## config.mk

```make
export PLATFORM = sky130hd
export DESIGN_NAME = stm_timer
export DESIGN_NICKNAME = d
export VERILOG_FILES = /design/src/hw/stm_pkg.sv /design/src/hw/stm_timer.sv
export VERILOG_INCLUDE_DIRS = /design/src /design/src/hw
export SDC_FILE = /design/constraint.sdc
export NUM_CORES = 1
export LEC_CHECK = 0
export BUFFER_PORTS_ARGS = -buffer_cell sky130_fd_sc_hd__buf_2
export CAP_MARGIN = 30
export CELL_PAD_IN_SITES_DETAIL_PLACEMENT = 1
export CELL_PAD_IN_SITES_GLOBAL_PLACEMENT = 1
export CORE_UTILIZATION = 47
export DETAILED_ROUTE_END_ITERATION = 8
export PLACE_DENSITY_LB_ADDON = 0.12
export SYNTH_ARGS = -nofsm -noshare
export SYNTH_HDL_FRONTEND = slang
export SYNTH_SLANG_ARGS = --single-unit
```

## constraint.sdc

```tcl
create_clock -name ref_clk -period 9.1 [get_ports ref_clk]
set_input_delay 2.73 -clock ref_clk [delete_from_list [all_inputs] [get_ports ref_clk]]
set_output_delay 2.73 -clock ref_clk [all_outputs]
set_load 0.02 [all_outputs]
```

## src/hw/stm_regs.svh

```systemverilog
// register offsets, field positions, reset values and counts of the timer
// assumes an 8-bit byte address on a 32-bit AXI4-Lite register bus
`ifndef STM_REGS_SVH
`define STM_REGS_SVH

`define STM_OFS_CTRL_A 8'h00
`define STM_OFS_CTRL_B 8'h04
`define STM_OFS_CNT_LO 8'h08
`define STM_OFS_CNT_HI 8'h0C
`define STM_OFS_CMPA_LO 8'h10
`define STM_OFS_CMPA_HI 8'h14
`define STM_OFS_CMPP 8'h18
`define STM_OFS_STATUS 8'h1C
`define STM_LAST_INDEX 6'h07

`define STM_A_PAUSE 7
`define STM_A_CLK_HI 6
`define STM_A_CLK_LO 4
`define STM_A_ON 3
`define STM_A_WMASK 8'hF8

`define STM_B_MODE_HI 7
`define STM_B_MODE_LO 6
`define STM_B_ACT_HI 5
`define STM_B_ACT_LO 4
`define STM_B_INIT 3
`define STM_B_INV 2
`define STM_B_SWAP 1
`define STM_B_CLRA 0

`define STM_S_FLAG_A 0
`define STM_S_FLAG_P 1

`define STM_RESET_BYTE 8'h00
`define STM_RESP_OKAY 2'h0
`define STM_RESP_SLVERR 2'h2

`define STM_DIV4_ALL 2'h3
`define STM_DIV16_ALL 4'hF
`define STM_DIV64_ALL 6'h3F
`define STM_FULL_SPAN 17'h1_0000

`endif

```

## src/hw/stm_pkg.sv

```systemverilog
// types shared by the standard timer design
// assumes stm_regs.svh for the numeric constants
package stm_pkg;

    typedef enum logic [1:0] {
        STM_MODE_CMP = 2'b00,
        STM_MODE_UNDEF = 2'b01,
        STM_MODE_PWM = 2'b10,
        STM_MODE_TMR = 2'b11
    } stm_mode_t;

    typedef enum logic [2:0] {
        STM_CK_SYS4 = 3'b000,
        STM_CK_SYS = 3'b001,
        STM_CK_HS16 = 3'b010,
        STM_CK_HS64 = 3'b011,
        STM_CK_SUB0 = 3'b100,
        STM_CK_SUB1 = 3'b101,
        STM_CK_EXTR = 3'b110,
        STM_CK_EXTF = 3'b111
    } stm_clk_t;

    typedef enum logic [1:0] {
        STM_ACT_A = 2'b00,
        STM_ACT_B = 2'b01,
        STM_ACT_C = 2'b10,
        STM_ACT_D = 2'b11
    } stm_act_t;

    typedef struct packed {
        logic [7:0] ctrlA;
        logic [7:0] ctrlB;
        logic [15:0] cmpA;
        logic [7:0] cmpP;
        logic [15:0] cnt;
        logic prevOn;
        logic level;
        logic pulse;
        logic flagA;
        logic flagP;
        logic [5:0] pre;
        logic [2:0] extSync;
        logic extLvl;
        logic [2:0] subSync;
        logic subLvl;
        logic pin;
        logic awHeld;
        logic [7:0] awAddr;
        logic wHeld;
        logic [31:0] wData;
        logic [3:0] wStrb;
        logic bvalid;
        logic [1:0] bresp;
        logic rvalid;
        logic [31:0] rdata;
        logic [1:0] rresp;
    } stm_state_t;

endpackage

```

## src/hw/stm_timer.sv

```systemverilog
// standard timer: 16-bit counter, comparators A and P, one output pin
// assumes ref_clk as system and high-speed clock, pins asynchronous
//
// Local design decisions: the register addresses and the AXI4-Lite interface to the registers.
`timescale 1ns/1ps
`default_nettype none
`include "stm_regs.svh"

module stm_timer
    import stm_pkg::*;
(
    input wire logic ref_clk,
    input wire logic rst_n,
    input wire logic awvalid,
    output logic awready,
    input wire logic [7:0] awaddr,
    input wire logic wvalid,
    output logic wready,
    input wire logic [31:0] wdata,
    input wire logic [3:0] wstrb,
    output logic bvalid,
    input wire logic bready,
    output logic [1:0] bresp,
    input wire logic arvalid,
    output logic arready,
    input wire logic [7:0] araddr,
    output logic rvalid,
    input wire logic rready,
    output logic [31:0] rdata,
    output logic [1:0] rresp,
    input wire logic extCountPin,
    input wire logic subClockPin,
    output logic timerOutputPin
);

    stm_state_t st;
    stm_state_t next_st;

    logic onBit;
    logic pauseBit;
    logic onRise;
    logic extNew;
    logic subNew;
    logic tick;
    logic countEn;
    logic [16:0] nxt;
    logic matchA;
    logic matchP;
    logic periodHit;
    logic setA;
    logic setP;
    logic [16:0] dutyVal;
    logic pwmActive;
    logic doWrite;
    stm_mode_t mode;
    stm_act_t act;
    stm_clk_t clkSel;

    function automatic logic regMapped(input logic [7:0] addr);
        regMapped = addr[7:2] <= `STM_LAST_INDEX;
    endfunction

    assign mode = stm_mode_t'(st.ctrlB[`STM_B_MODE_HI:`STM_B_MODE_LO]);
    assign act = stm_act_t'(st.ctrlB[`STM_B_ACT_HI:`STM_B_ACT_LO]);
    assign clkSel = stm_clk_t'(st.ctrlA[`STM_A_CLK_HI:`STM_A_CLK_LO]);
    assign onBit = st.ctrlA[`STM_A_ON];
    assign pauseBit = st.ctrlA[`STM_A_PAUSE];
    assign onRise = onBit & ~st.prevOn;

    // filtered pin levels: move once second and third stages agree
    assign extNew = (st.extSync[1] == st.extSync[2]) ?
        st.extSync[2] : st.extLvl;
    assign subNew = (st.subSync[1] == st.subSync[2]) ?
        st.subSync[2] : st.subLvl;

    always_comb begin
        case (clkSel)
            STM_CK_SYS4: tick = st.pre[1:0] == `STM_DIV4_ALL;
            STM_CK_SYS: tick = 1'b1;
            STM_CK_HS16: tick = st.pre[3:0] == `STM_DIV16_ALL;
            STM_CK_HS64: tick = st.pre == `STM_DIV64_ALL;
            STM_CK_SUB0: tick = subNew & ~st.subLvl;
            STM_CK_SUB1: tick = subNew & ~st.subLvl;
            STM_CK_EXTR: tick = extNew & ~st.extLvl;
            STM_CK_EXTF: tick = ~extNew & st.extLvl;
            default: tick = 1'b0;
        endcase
    end

    // counting needs the timer on, not paused, and a source tick
    assign countEn = onBit & st.prevOn & ~pauseBit & tick;
    assign nxt = {1'b0, st.cnt} + 17'h0_0001;

    // comparators judge the value the counter is about to take
    assign matchA = nxt == {1'b0, st.cmpA};
    assign matchP = (st.cmpP == 8'h00) ? nxt[16] :
        (nxt[15:0] == {st.cmpP, 8'h00});

    always_comb begin
        if (mode == STM_MODE_PWM) begin
            periodHit = st.ctrlB[`STM_B_SWAP] ? matchA : matchP;
        end else begin
            periodHit = st.ctrlB[`STM_B_CLRA] ? matchA : matchP;
        end
    end

    assign setA = countEn & matchA;
    assign setP = countEn & matchP &
        ((mode == STM_MODE_PWM) | ~st.ctrlB[`STM_B_CLRA]);

    always_comb begin
        if (st.ctrlB[`STM_B_SWAP]) begin
            dutyVal = (st.cmpP == 8'h00) ? `STM_FULL_SPAN :
                {1'b0, st.cmpP, 8'h00};
        end else begin
            dutyVal = {1'b0, st.cmpA};
        end
    end

    // duty at or above the period keeps the output active throughout
    assign pwmActive = {1'b0, st.cnt} < dutyVal;
    assign doWrite = st.awHeld & st.wHeld & ~st.bvalid;

    assign awready = ~st.awHeld & ~st.bvalid;
    assign wready = ~st.wHeld & ~st.bvalid;
    assign arready = ~st.rvalid;

    always_comb begin
        logic lv;
        lv = 1'b0;
        next_st = st;
        next_st.pre = st.pre + 6'h01;
        next_st.extSync = {st.extSync[1:0], extCountPin};
        next_st.subSync = {st.subSync[1:0], subClockPin};
        next_st.extLvl = extNew;
        next_st.subLvl = subNew;
        next_st.prevOn = onBit;

        // write channel capture, in either order
        if (awvalid & awready) begin
            next_st.awHeld = 1'b1;
            next_st.awAddr = awaddr;
        end
        if (wvalid & wready) begin
            next_st.wHeld = 1'b1;
            next_st.wData = wdata;
            next_st.wStrb = wstrb;
        end
        if (st.bvalid & bready) begin
            next_st.bvalid = 1'b0;
        end
        if (doWrite) begin
            next_st.awHeld = 1'b0;
            next_st.wHeld = 1'b0;
            next_st.bvalid = 1'b1;
            next_st.bresp = regMapped(st.awAddr) ?
                `STM_RESP_OKAY : `STM_RESP_SLVERR;
            if (regMapped(st.awAddr) & st.wStrb[0]) begin
                case ({2'b00, st.awAddr[7:2]})
                    `STM_OFS_CTRL_A >> 2:
                        next_st.ctrlA = st.wData[7:0] & `STM_A_WMASK;
                    `STM_OFS_CTRL_B >> 2:
                        next_st.ctrlB = st.wData[7:0];
                    `STM_OFS_CMPA_LO >> 2:
                        next_st.cmpA[7:0] = st.wData[7:0];
                    `STM_OFS_CMPA_HI >> 2:
                        next_st.cmpA[15:8] = st.wData[7:0];
                    `STM_OFS_CMPP >> 2:
                        next_st.cmpP = st.wData[7:0];
                    `STM_OFS_STATUS >> 2: begin
                        next_st.flagA = st.flagA & ~st.wData[`STM_S_FLAG_A];
                        next_st.flagP = st.flagP & ~st.wData[`STM_S_FLAG_P];
                    end
                    default: begin
                    end
                endcase
            end
        end

        // read channel
        if (st.rvalid & rready) begin
            next_st.rvalid = 1'b0;
        end
        if (arvalid & arready) begin
            next_st.rvalid = 1'b1;
            next_st.rresp = regMapped(araddr) ?
                `STM_RESP_OKAY : `STM_RESP_SLVERR;
            next_st.rdata = 32'h0000_0000;
            case ({2'b00, araddr[7:2]})
                `STM_OFS_CTRL_A >> 2: next_st.rdata[7:0] = st.ctrlA;
                `STM_OFS_CTRL_B >> 2: next_st.rdata[7:0] = st.ctrlB;
                `STM_OFS_CNT_LO >> 2: next_st.rdata[7:0] = st.cnt[7:0];
                `STM_OFS_CNT_HI >> 2: next_st.rdata[7:0] = st.cnt[15:8];
                `STM_OFS_CMPA_LO >> 2: next_st.rdata[7:0] = st.cmpA[7:0];
                `STM_OFS_CMPA_HI >> 2: next_st.rdata[7:0] = st.cmpA[15:8];
                `STM_OFS_CMPP >> 2: next_st.rdata[7:0] = st.cmpP;
                `STM_OFS_STATUS >> 2: begin
                    next_st.rdata[`STM_S_FLAG_A] = st.flagA;
                    next_st.rdata[`STM_S_FLAG_P] = st.flagP;
                end
                default: begin
                end
            endcase
        end

        // counter
        if (onRise) begin
            next_st.cnt = 16'h0000;
        end else if (countEn) begin
            next_st.cnt = periodHit ? 16'h0000 : nxt[15:0];
        end

        // flags: a set in the same cycle as a clear wins
        if (setA) begin
            next_st.flagA = 1'b1;
        end
        if (setP) begin
            next_st.flagP = 1'b1;
        end

        // compare output level
        if (onRise) begin
            next_st.level = st.ctrlB[`STM_B_INIT];
        end else if (mode == STM_MODE_CMP && setA) begin
            case (act)
                STM_ACT_B: next_st.level = 1'b0;
                STM_ACT_C: next_st.level = 1'b1;
                STM_ACT_D: next_st.level = ~st.level;
                default: next_st.level = st.level;
            endcase
        end

        // single pulse: active from start until the duty point
        if (onRise) begin
            next_st.pulse = 1'b1;
        end else if (countEn && nxt == dutyVal) begin
            next_st.pulse = 1'b0;
        end

        case (mode)
            STM_MODE_CMP: lv = next_st.level;
            STM_MODE_PWM: begin
                case (act)
                    STM_ACT_A: lv = ~st.ctrlB[`STM_B_INIT];
                    STM_ACT_B: lv = st.ctrlB[`STM_B_INIT];
                    STM_ACT_C: lv = pwmActive ?
                        st.ctrlB[`STM_B_INIT] : ~st.ctrlB[`STM_B_INIT];
                    default: lv = next_st.pulse ?
                        st.ctrlB[`STM_B_INIT] : ~st.ctrlB[`STM_B_INIT];
                endcase
            end
            default: lv = 1'b0;
        endcase
        // timer mode and the undefined code leave the pin low
        if (mode == STM_MODE_CMP || mode == STM_MODE_PWM) begin
            next_st.pin = lv ^ st.ctrlB[`STM_B_INV];
        end else begin
            next_st.pin = 1'b0;
        end
    end

    always_ff @(posedge ref_clk) begin
        if (!rst_n) begin
            st <= '0;
        end else begin
            st <= next_st;
        end
    end

    assign bvalid = st.bvalid;
    assign bresp = st.bresp;
    assign rvalid = st.rvalid;
    assign rdata = st.rdata;
    assign rresp = st.rresp;
    assign timerOutputPin = st.pin;
endmodule
`default_nettype wire

```

# Word-level counts from Yosys, hierarchy flattened

Cells that the tools add are included.

Bits in registers: 106
Input bits: 61
Logic and storage cells: 162

Add/subtract/negate cells: 2
Order comparisons: 3
Eq/ne operators: 31
Multiplexer cells: 32
Bitwise gates (word level): 39
Reduce and logical (&&, ||, !) cells: 28

Operator list:

| operator                                                                          | number |
|---|---|
| 6-bit by 3-bit == test with 1-bit output (second input constant)                  | 8 |
| 6-bit one-hot mux with 7 select lines                                             | 1 |
| 35-bit 2-to-1 mux                                                                 | 1 |
| 17-bit 2-to-1 mux                                                                 | 2 |
| 1-bit AND                                                                         | 22 |
| 3-bit AND reduction                                                               | 7 |
| 16-bit by 1-bit adder with 17-bit output (second input constant)                  | 1 |
| 17-bit by 16-bit == test with 1-bit output                                        | 1 |
| 17-bit == test                                                                    | 1 |
| 16-bit by 17-bit < comparator with 1-bit output                                   | 1 |
| 16-bit == test                                                                    | 1 |
| 1-bit 2-to-1 mux                                                                  | 16 |
| 16-bit 2-to-1 mux                                                                 | 1 |
| 2-bit nonzero test                                                                | 8 |
| 1-bit inverter                                                                    | 15 |
| 2-bit one-hot mux with 7 select lines                                             | 1 |
| 3-bit == test (second input constant)                                             | 4 |
| 6-bit by 1-bit == test with 1-bit output (second input constant)                  | 2 |
| 6-bit by 2-bit == test with 1-bit output (second input constant)                  | 2 |
| 6-bit by 3-bit less-or-equal comparator with 1-bit output (second input constant) | 2 |
| 6-bit zero test                                                                   | 2 |
| 2-bit 2-to-1 mux                                                                  | 5 |
| 2-bit == test (second input constant)                                             | 4 |
| 8-bit zero test                                                                   | 1 |
| 19 further kinds                                                                  | 26 |

# Longest topological paths before layout

Depth after elaboration: 13
Mapped depth: 14

# Worst setup path before layout

Ideal clock, no wire load.

Path kind: input to register
Start point: in araddr[2]
End point: reg st (netlist bit rdata[3])
Setup time: 0.115 ns
Arrival: 4.152 ns
Setup slack: 4.833 ns
Stages on the path: 6
Path buffers: 2
Cells stage by stage: clkbuf_1 > buf_1 > mux4_2 > mux2i_1 > o21ai_0 > and2_1

Cells in the longest elaborated chain, start to end: 2
Elaborated cells on any way between the ends: 8
Classes of those cells: 6 x eq/ne; 1 x mux; 1 x reduce/logical

Ends and longest elaborated chain:

| what                                                                   | line             | RTL |
|---|---|---|
| from (decl)                                                            | stm_timer.sv:26  | `input wire logic [7:0] araddr,` |
| 6-bit by 3-bit == test with 1-bit output, or another cell as far along | stm_timer.sv:189 | `case ({2'b00, araddr[7:2]})` |
| 6-bit one-hot mux with 7 select lines *                                | stm_timer.sv:189 |  |
| to (signal assigned)                                                   | stm_timer.sv:266 | `st <= next_st;` |
| to (decl)                                                              | stm_timer.sv:36  | `stm_state_t st;` |

Mark *: on every way between the ends. The rest lies on a longest branch, timed or not.
A chain may end at the register's enable or synchronous reset.

# Worst setup path in the final report

Start point: reg st[107] in the netlist's numbering
End point: reg st[107] in the netlist's numbering

Cells in the longest elaborated chain, start to end: 6
Elaborated cells on any way between the ends: 8
Classes of those cells: 1 x add/sub; 2 x eq/ne; 5 x mux

Ends and longest elaborated chain:

| what                                       | line                               | RTL |
|---|---|---|
| 16-bit by 1-bit adder with 17-bit output * | stm_timer.sv:92                    | `assign nxt = {1'b0, st.cnt} + 17'h0_0001;` |
| 16-bit == test                             | stm_timer.sv:97                    | `(nxt[15:0] == {st.cmpP, 8'h00});` |
| 1-bit 2-to-1 mux                           | stm_timer.sv:96                    | `assign matchP = (st.cmpP == 8'h00) ? nxt[16] :` |
| 1-bit 2-to-1 mux (on tied branches)        | stm_timer.sv:103, stm_timer.sv:101 |  |
| 1-bit 2-to-1 mux                           | stm_timer.sv:100                   | `if (mode == STM_MODE_PWM) begin` |
| 16-bit 2-to-1 mux *                        | stm_timer.sv:210                   | `next_st.cnt = periodHit ? 16'h0000 : nxt[15:0];` |

Marks and branches as above.

==> flow_metrics.py <==
metrics = {
    "clock_network": {
        "ctsHoldBuffers": 0,
        "cts_tree": "built",
        "cts_sinks": 102,
        "clk_latency_ns": 0.36,
        "post_cts.repair.setup_buffers": 0,
        "cts_buffer_depth": 2,
        "numCtsBuffers": 9,
        "clk_pin_slew_ns": 0.08,
        "cts_root_buf": "clkbuf_16",
        "cts_resized": 0,
        "cts_max_level": 3,
    },
    "routing": {
        "maxUsedRoutingLayer": "met4",
        "drtAntennaViolNets": 0,
        "viasPerCell": 6.12,
        "drt_first_iter_violations": 399,
        "drt_wl_total_um": 21900,
        "wl_met1_um": 9870,
        "wire_per_inst_um": 21.9,
        "route.vias.total": 6117,
        "route.met2.wl_um": 10200,
        "routed-wl-met3_um": 1390,
        "drt_first_pass_iters": 5,
        "drc": 0,
    },
    "yosys": {
        "synth_edf_count": 0,
        "yosysTopAreaCell": "dfxtp_1",
        "yosysMostFrequentCell": "nand2_1",
        "synth_seq_area_share": 0.295,
        "yosys_warnings": 0,
        "netlist_top_cells_count": "nand2_1, dfxtp_1, mux2i_1, buf_4, a21boi_0",
        "synth_top_area_frac": 0.295,
        "ys_async_sr_fraction": 0,
        "avgSynthCellArea_um2": 8.50,
        "ys_seq_elements": 102,
        "ys.flop_type": "dfxtp_1",
        "synth_cell_types": 70,
        "syn_inst": 814,
        "ys_top_cells_by_area": "dfxtp_1, nand2_1, mux2i_1",
        "netlist_area_um2": 6920,
    },
    "sta": {
        "max_clock_freq_mhz": 217,
        "hold_viol": 0,
        "setup_viol_count_final": 0,
        "rsz0062_at_grt": "false",
        "finalCritPeriodShare": 0.506,
        "relSlewSlack": 0.362,
        "layout_min_cycle_time_ns": 4.61,
        "fin_skew_ns": 0.00977,
        "slew_violations": 0,
        "worst_pin_slew_ns": 0.958,
        "tns_ns": 0,
    },
    "power_and_ir_drop": {
        "power_leakage_nw": 2.73,
        "report.power.total_mw": 0.941,
        "p_per_area_nw_per_um2": 128,
        "worst_ir_drop_vdd_mv": 0.0815,
    },
    "setup_path": {
        "crit_end": "st[107]",
        "worst-path-stages": 9,
        "rr_endpoint": "st[107]",
        "worstSetupPathType": "reg -> reg",
        "critPathTopFamily": "simple AND/OR/NAND/NOR gates",
        "crit_buf_inv": 0,
        "path_cells": "nand4_2 > nor3_1 > xnor3_1 > nor4b_1 > a41oi_1 > nor2b_1 > nor2_4 > a32oi_1 > nor2_1",
        "worstPathMaxFanout": 19,
        "worstPathRequired_ns": 9.34,
        "cp.arrival_ns": 4.85,
        "r2r_cells": 9,
        "slowest_stage": "dfxtp_1",
        "worstSetupStartpoint": "st[107]",
        "r2r-start": "st[107]",
        "r2r_slack_ns": 4.49,
        "crit_path_end_kind": "flip-flop",
        "crit_path_start_kind": "flip-flop",
        "max_stage_delay_ns": 0.83,
    },
    "global_routing": {
        "track_usage": 0.298,
        "grt_pass1_vias": 6056,
        "grt_first_pass_wirelength_um": 33500,
        "overflow": 0,
        "grt_max_degree": 90,
        "antenna_found_initial": 0,
    },
    "layout": {
        "nets": 895,
        "final_cell_area_um2": 7360,
        "antenna_cells": 0,
        "fillers": 1712,
        "drive_gt1_frac": 0.116,
        "seqCellArea_um2": 2040,
        "area.growth.synth_to_final_pct": 6.27,
        "multiInputGateArea_um2": 4410,
    },
    "floorplanning": {
        "pin_count": 103,
        "fp.dieH_um": 123,
        "core_um2": 14100,
        "initial_core_util": 0.491,
        "die_x_um": 123,
        "rows": 43,
        "dieArea_um2": 15200,
    },
    "placement": {
        "dpl-instance-area_um2": 7020,
        "dp_hpwl_um": 16500,
        "port_buffers": 45,
        "gp_congestion": 0.987,
    },
    "outcome": {
        "status": "finished, final reports clean",
    },
    "job": {
        "cap_viol_max_count": 0,
    },
    "min_path": {
        "hp-class": "reg -> reg",
    },
}
[report_power, final]
part | internal (mW) | switching [mW]
logic | 0.0214 | 0.0389
clock network | 0.223 | 0.191
registers | 0.455 | 0.0117
[through the flow]
| step | hold WS, ns | std cells | setup WS (ns) | utilization |
|---|---|---|---|---|
| final | 0.436 | 1000 | 4.49 | 0.522 |
| after global routing | 0.484 | 1000 | 4.27 | 0.522 |
| after CTS | 0.437 | 999 | 4.58 | 0.520 |
| after detailed placement | 0.420 | 984 | 4.53 | 0.498 |
| after global placement | 0.413 | 984 | 4.58 | 0.498 |
| after floorplan | 0.412 | 839 | 4.83 | - |
[metal layers]
metal | GRT usage | vias up
met2 | 0.486 | 224
met5 | 0 | -
met4 | 0.102 | 0
met3 | 0.0613 | 40
met1 | 0.389 | 2999
li1 | - | 2854
[sequential cells by signal (all words and copies together) (netlist names)]
name / count
pauseBit: 1
st: 76
timerOutputPin: 1
bvalid: 1
rdata: 8
bresp: 1
clkSel: 3
next_st: 5
rvalid: 1
act: 2
rresp: 1
mode: 2
[how the worst min path moves through the flow]
stage | start | endpoint | cells after the start
finish | next_st[87] | next_st[88] | 1
global route | next_st[91] | next_st[92] | 1
CTS | next_st[87] | next_st[88] | 1
detailed placement | next_st[87] | next_st[88] | 1
global placement | next_st[87] | next_st[88] | 1
floorplan | next_st[87] | next_st[88] | 1
[kinds of logic (layout without fill, tap and decap cells)]
kind of cell,Yosys count,in the layout,synth area share
xor+xnor,44,44,0.0826
mux,51,51,0.0869
fa+ha+maj,18,18,0.0325
buf+inv,106,87,0.0808
flops,102,102,0.295
compound gates,165,165,0.162
simple gates,327,327,0.260
other cells,1,26,0.000542
[cells in the final DEF (no fill, tap or decap), types with 8 or more instances in the layout]
cell type  count
a21boi_0      38
xnor2_1       19
nand4_1       12
inv_1         21
buf_2         45
nand2b_1       8
nor3_1        16
xor2_1        11
o21ai_0       33
mux2i_1       41
nor4_1        11
and2_1        24
xnor3_1       13
a21oi_1       22
nor2b_1       37
nand3_1       29
conb_1        26
o2111ai_1      9
dfxtp_1      102
nand2_1      114
ha_1          18
clkbuf_16      9
nor2_1        23
[worst reg2reg max path, delay by kind of cell (launching register included)]
kind,cells,cell delay [ns]
AO/OA/AOI/OAI,2,0.51
XOR/XNOR,1,0.24
flip-flops,1,0.83
AND/OR/NAND/NOR,6,2.90
[layout make-up]
type	instances	share of cell area
clock inverters	5	0.00902
well taps	180	0.0306
multi-input cells	631	0.600
clock buffers	10	0.0325
inverters	21	0.0107
repair buffers	51	0.0395
flip-flops and latches	102	0.278
No activity file was read; power rests on OpenSTA's default activity.
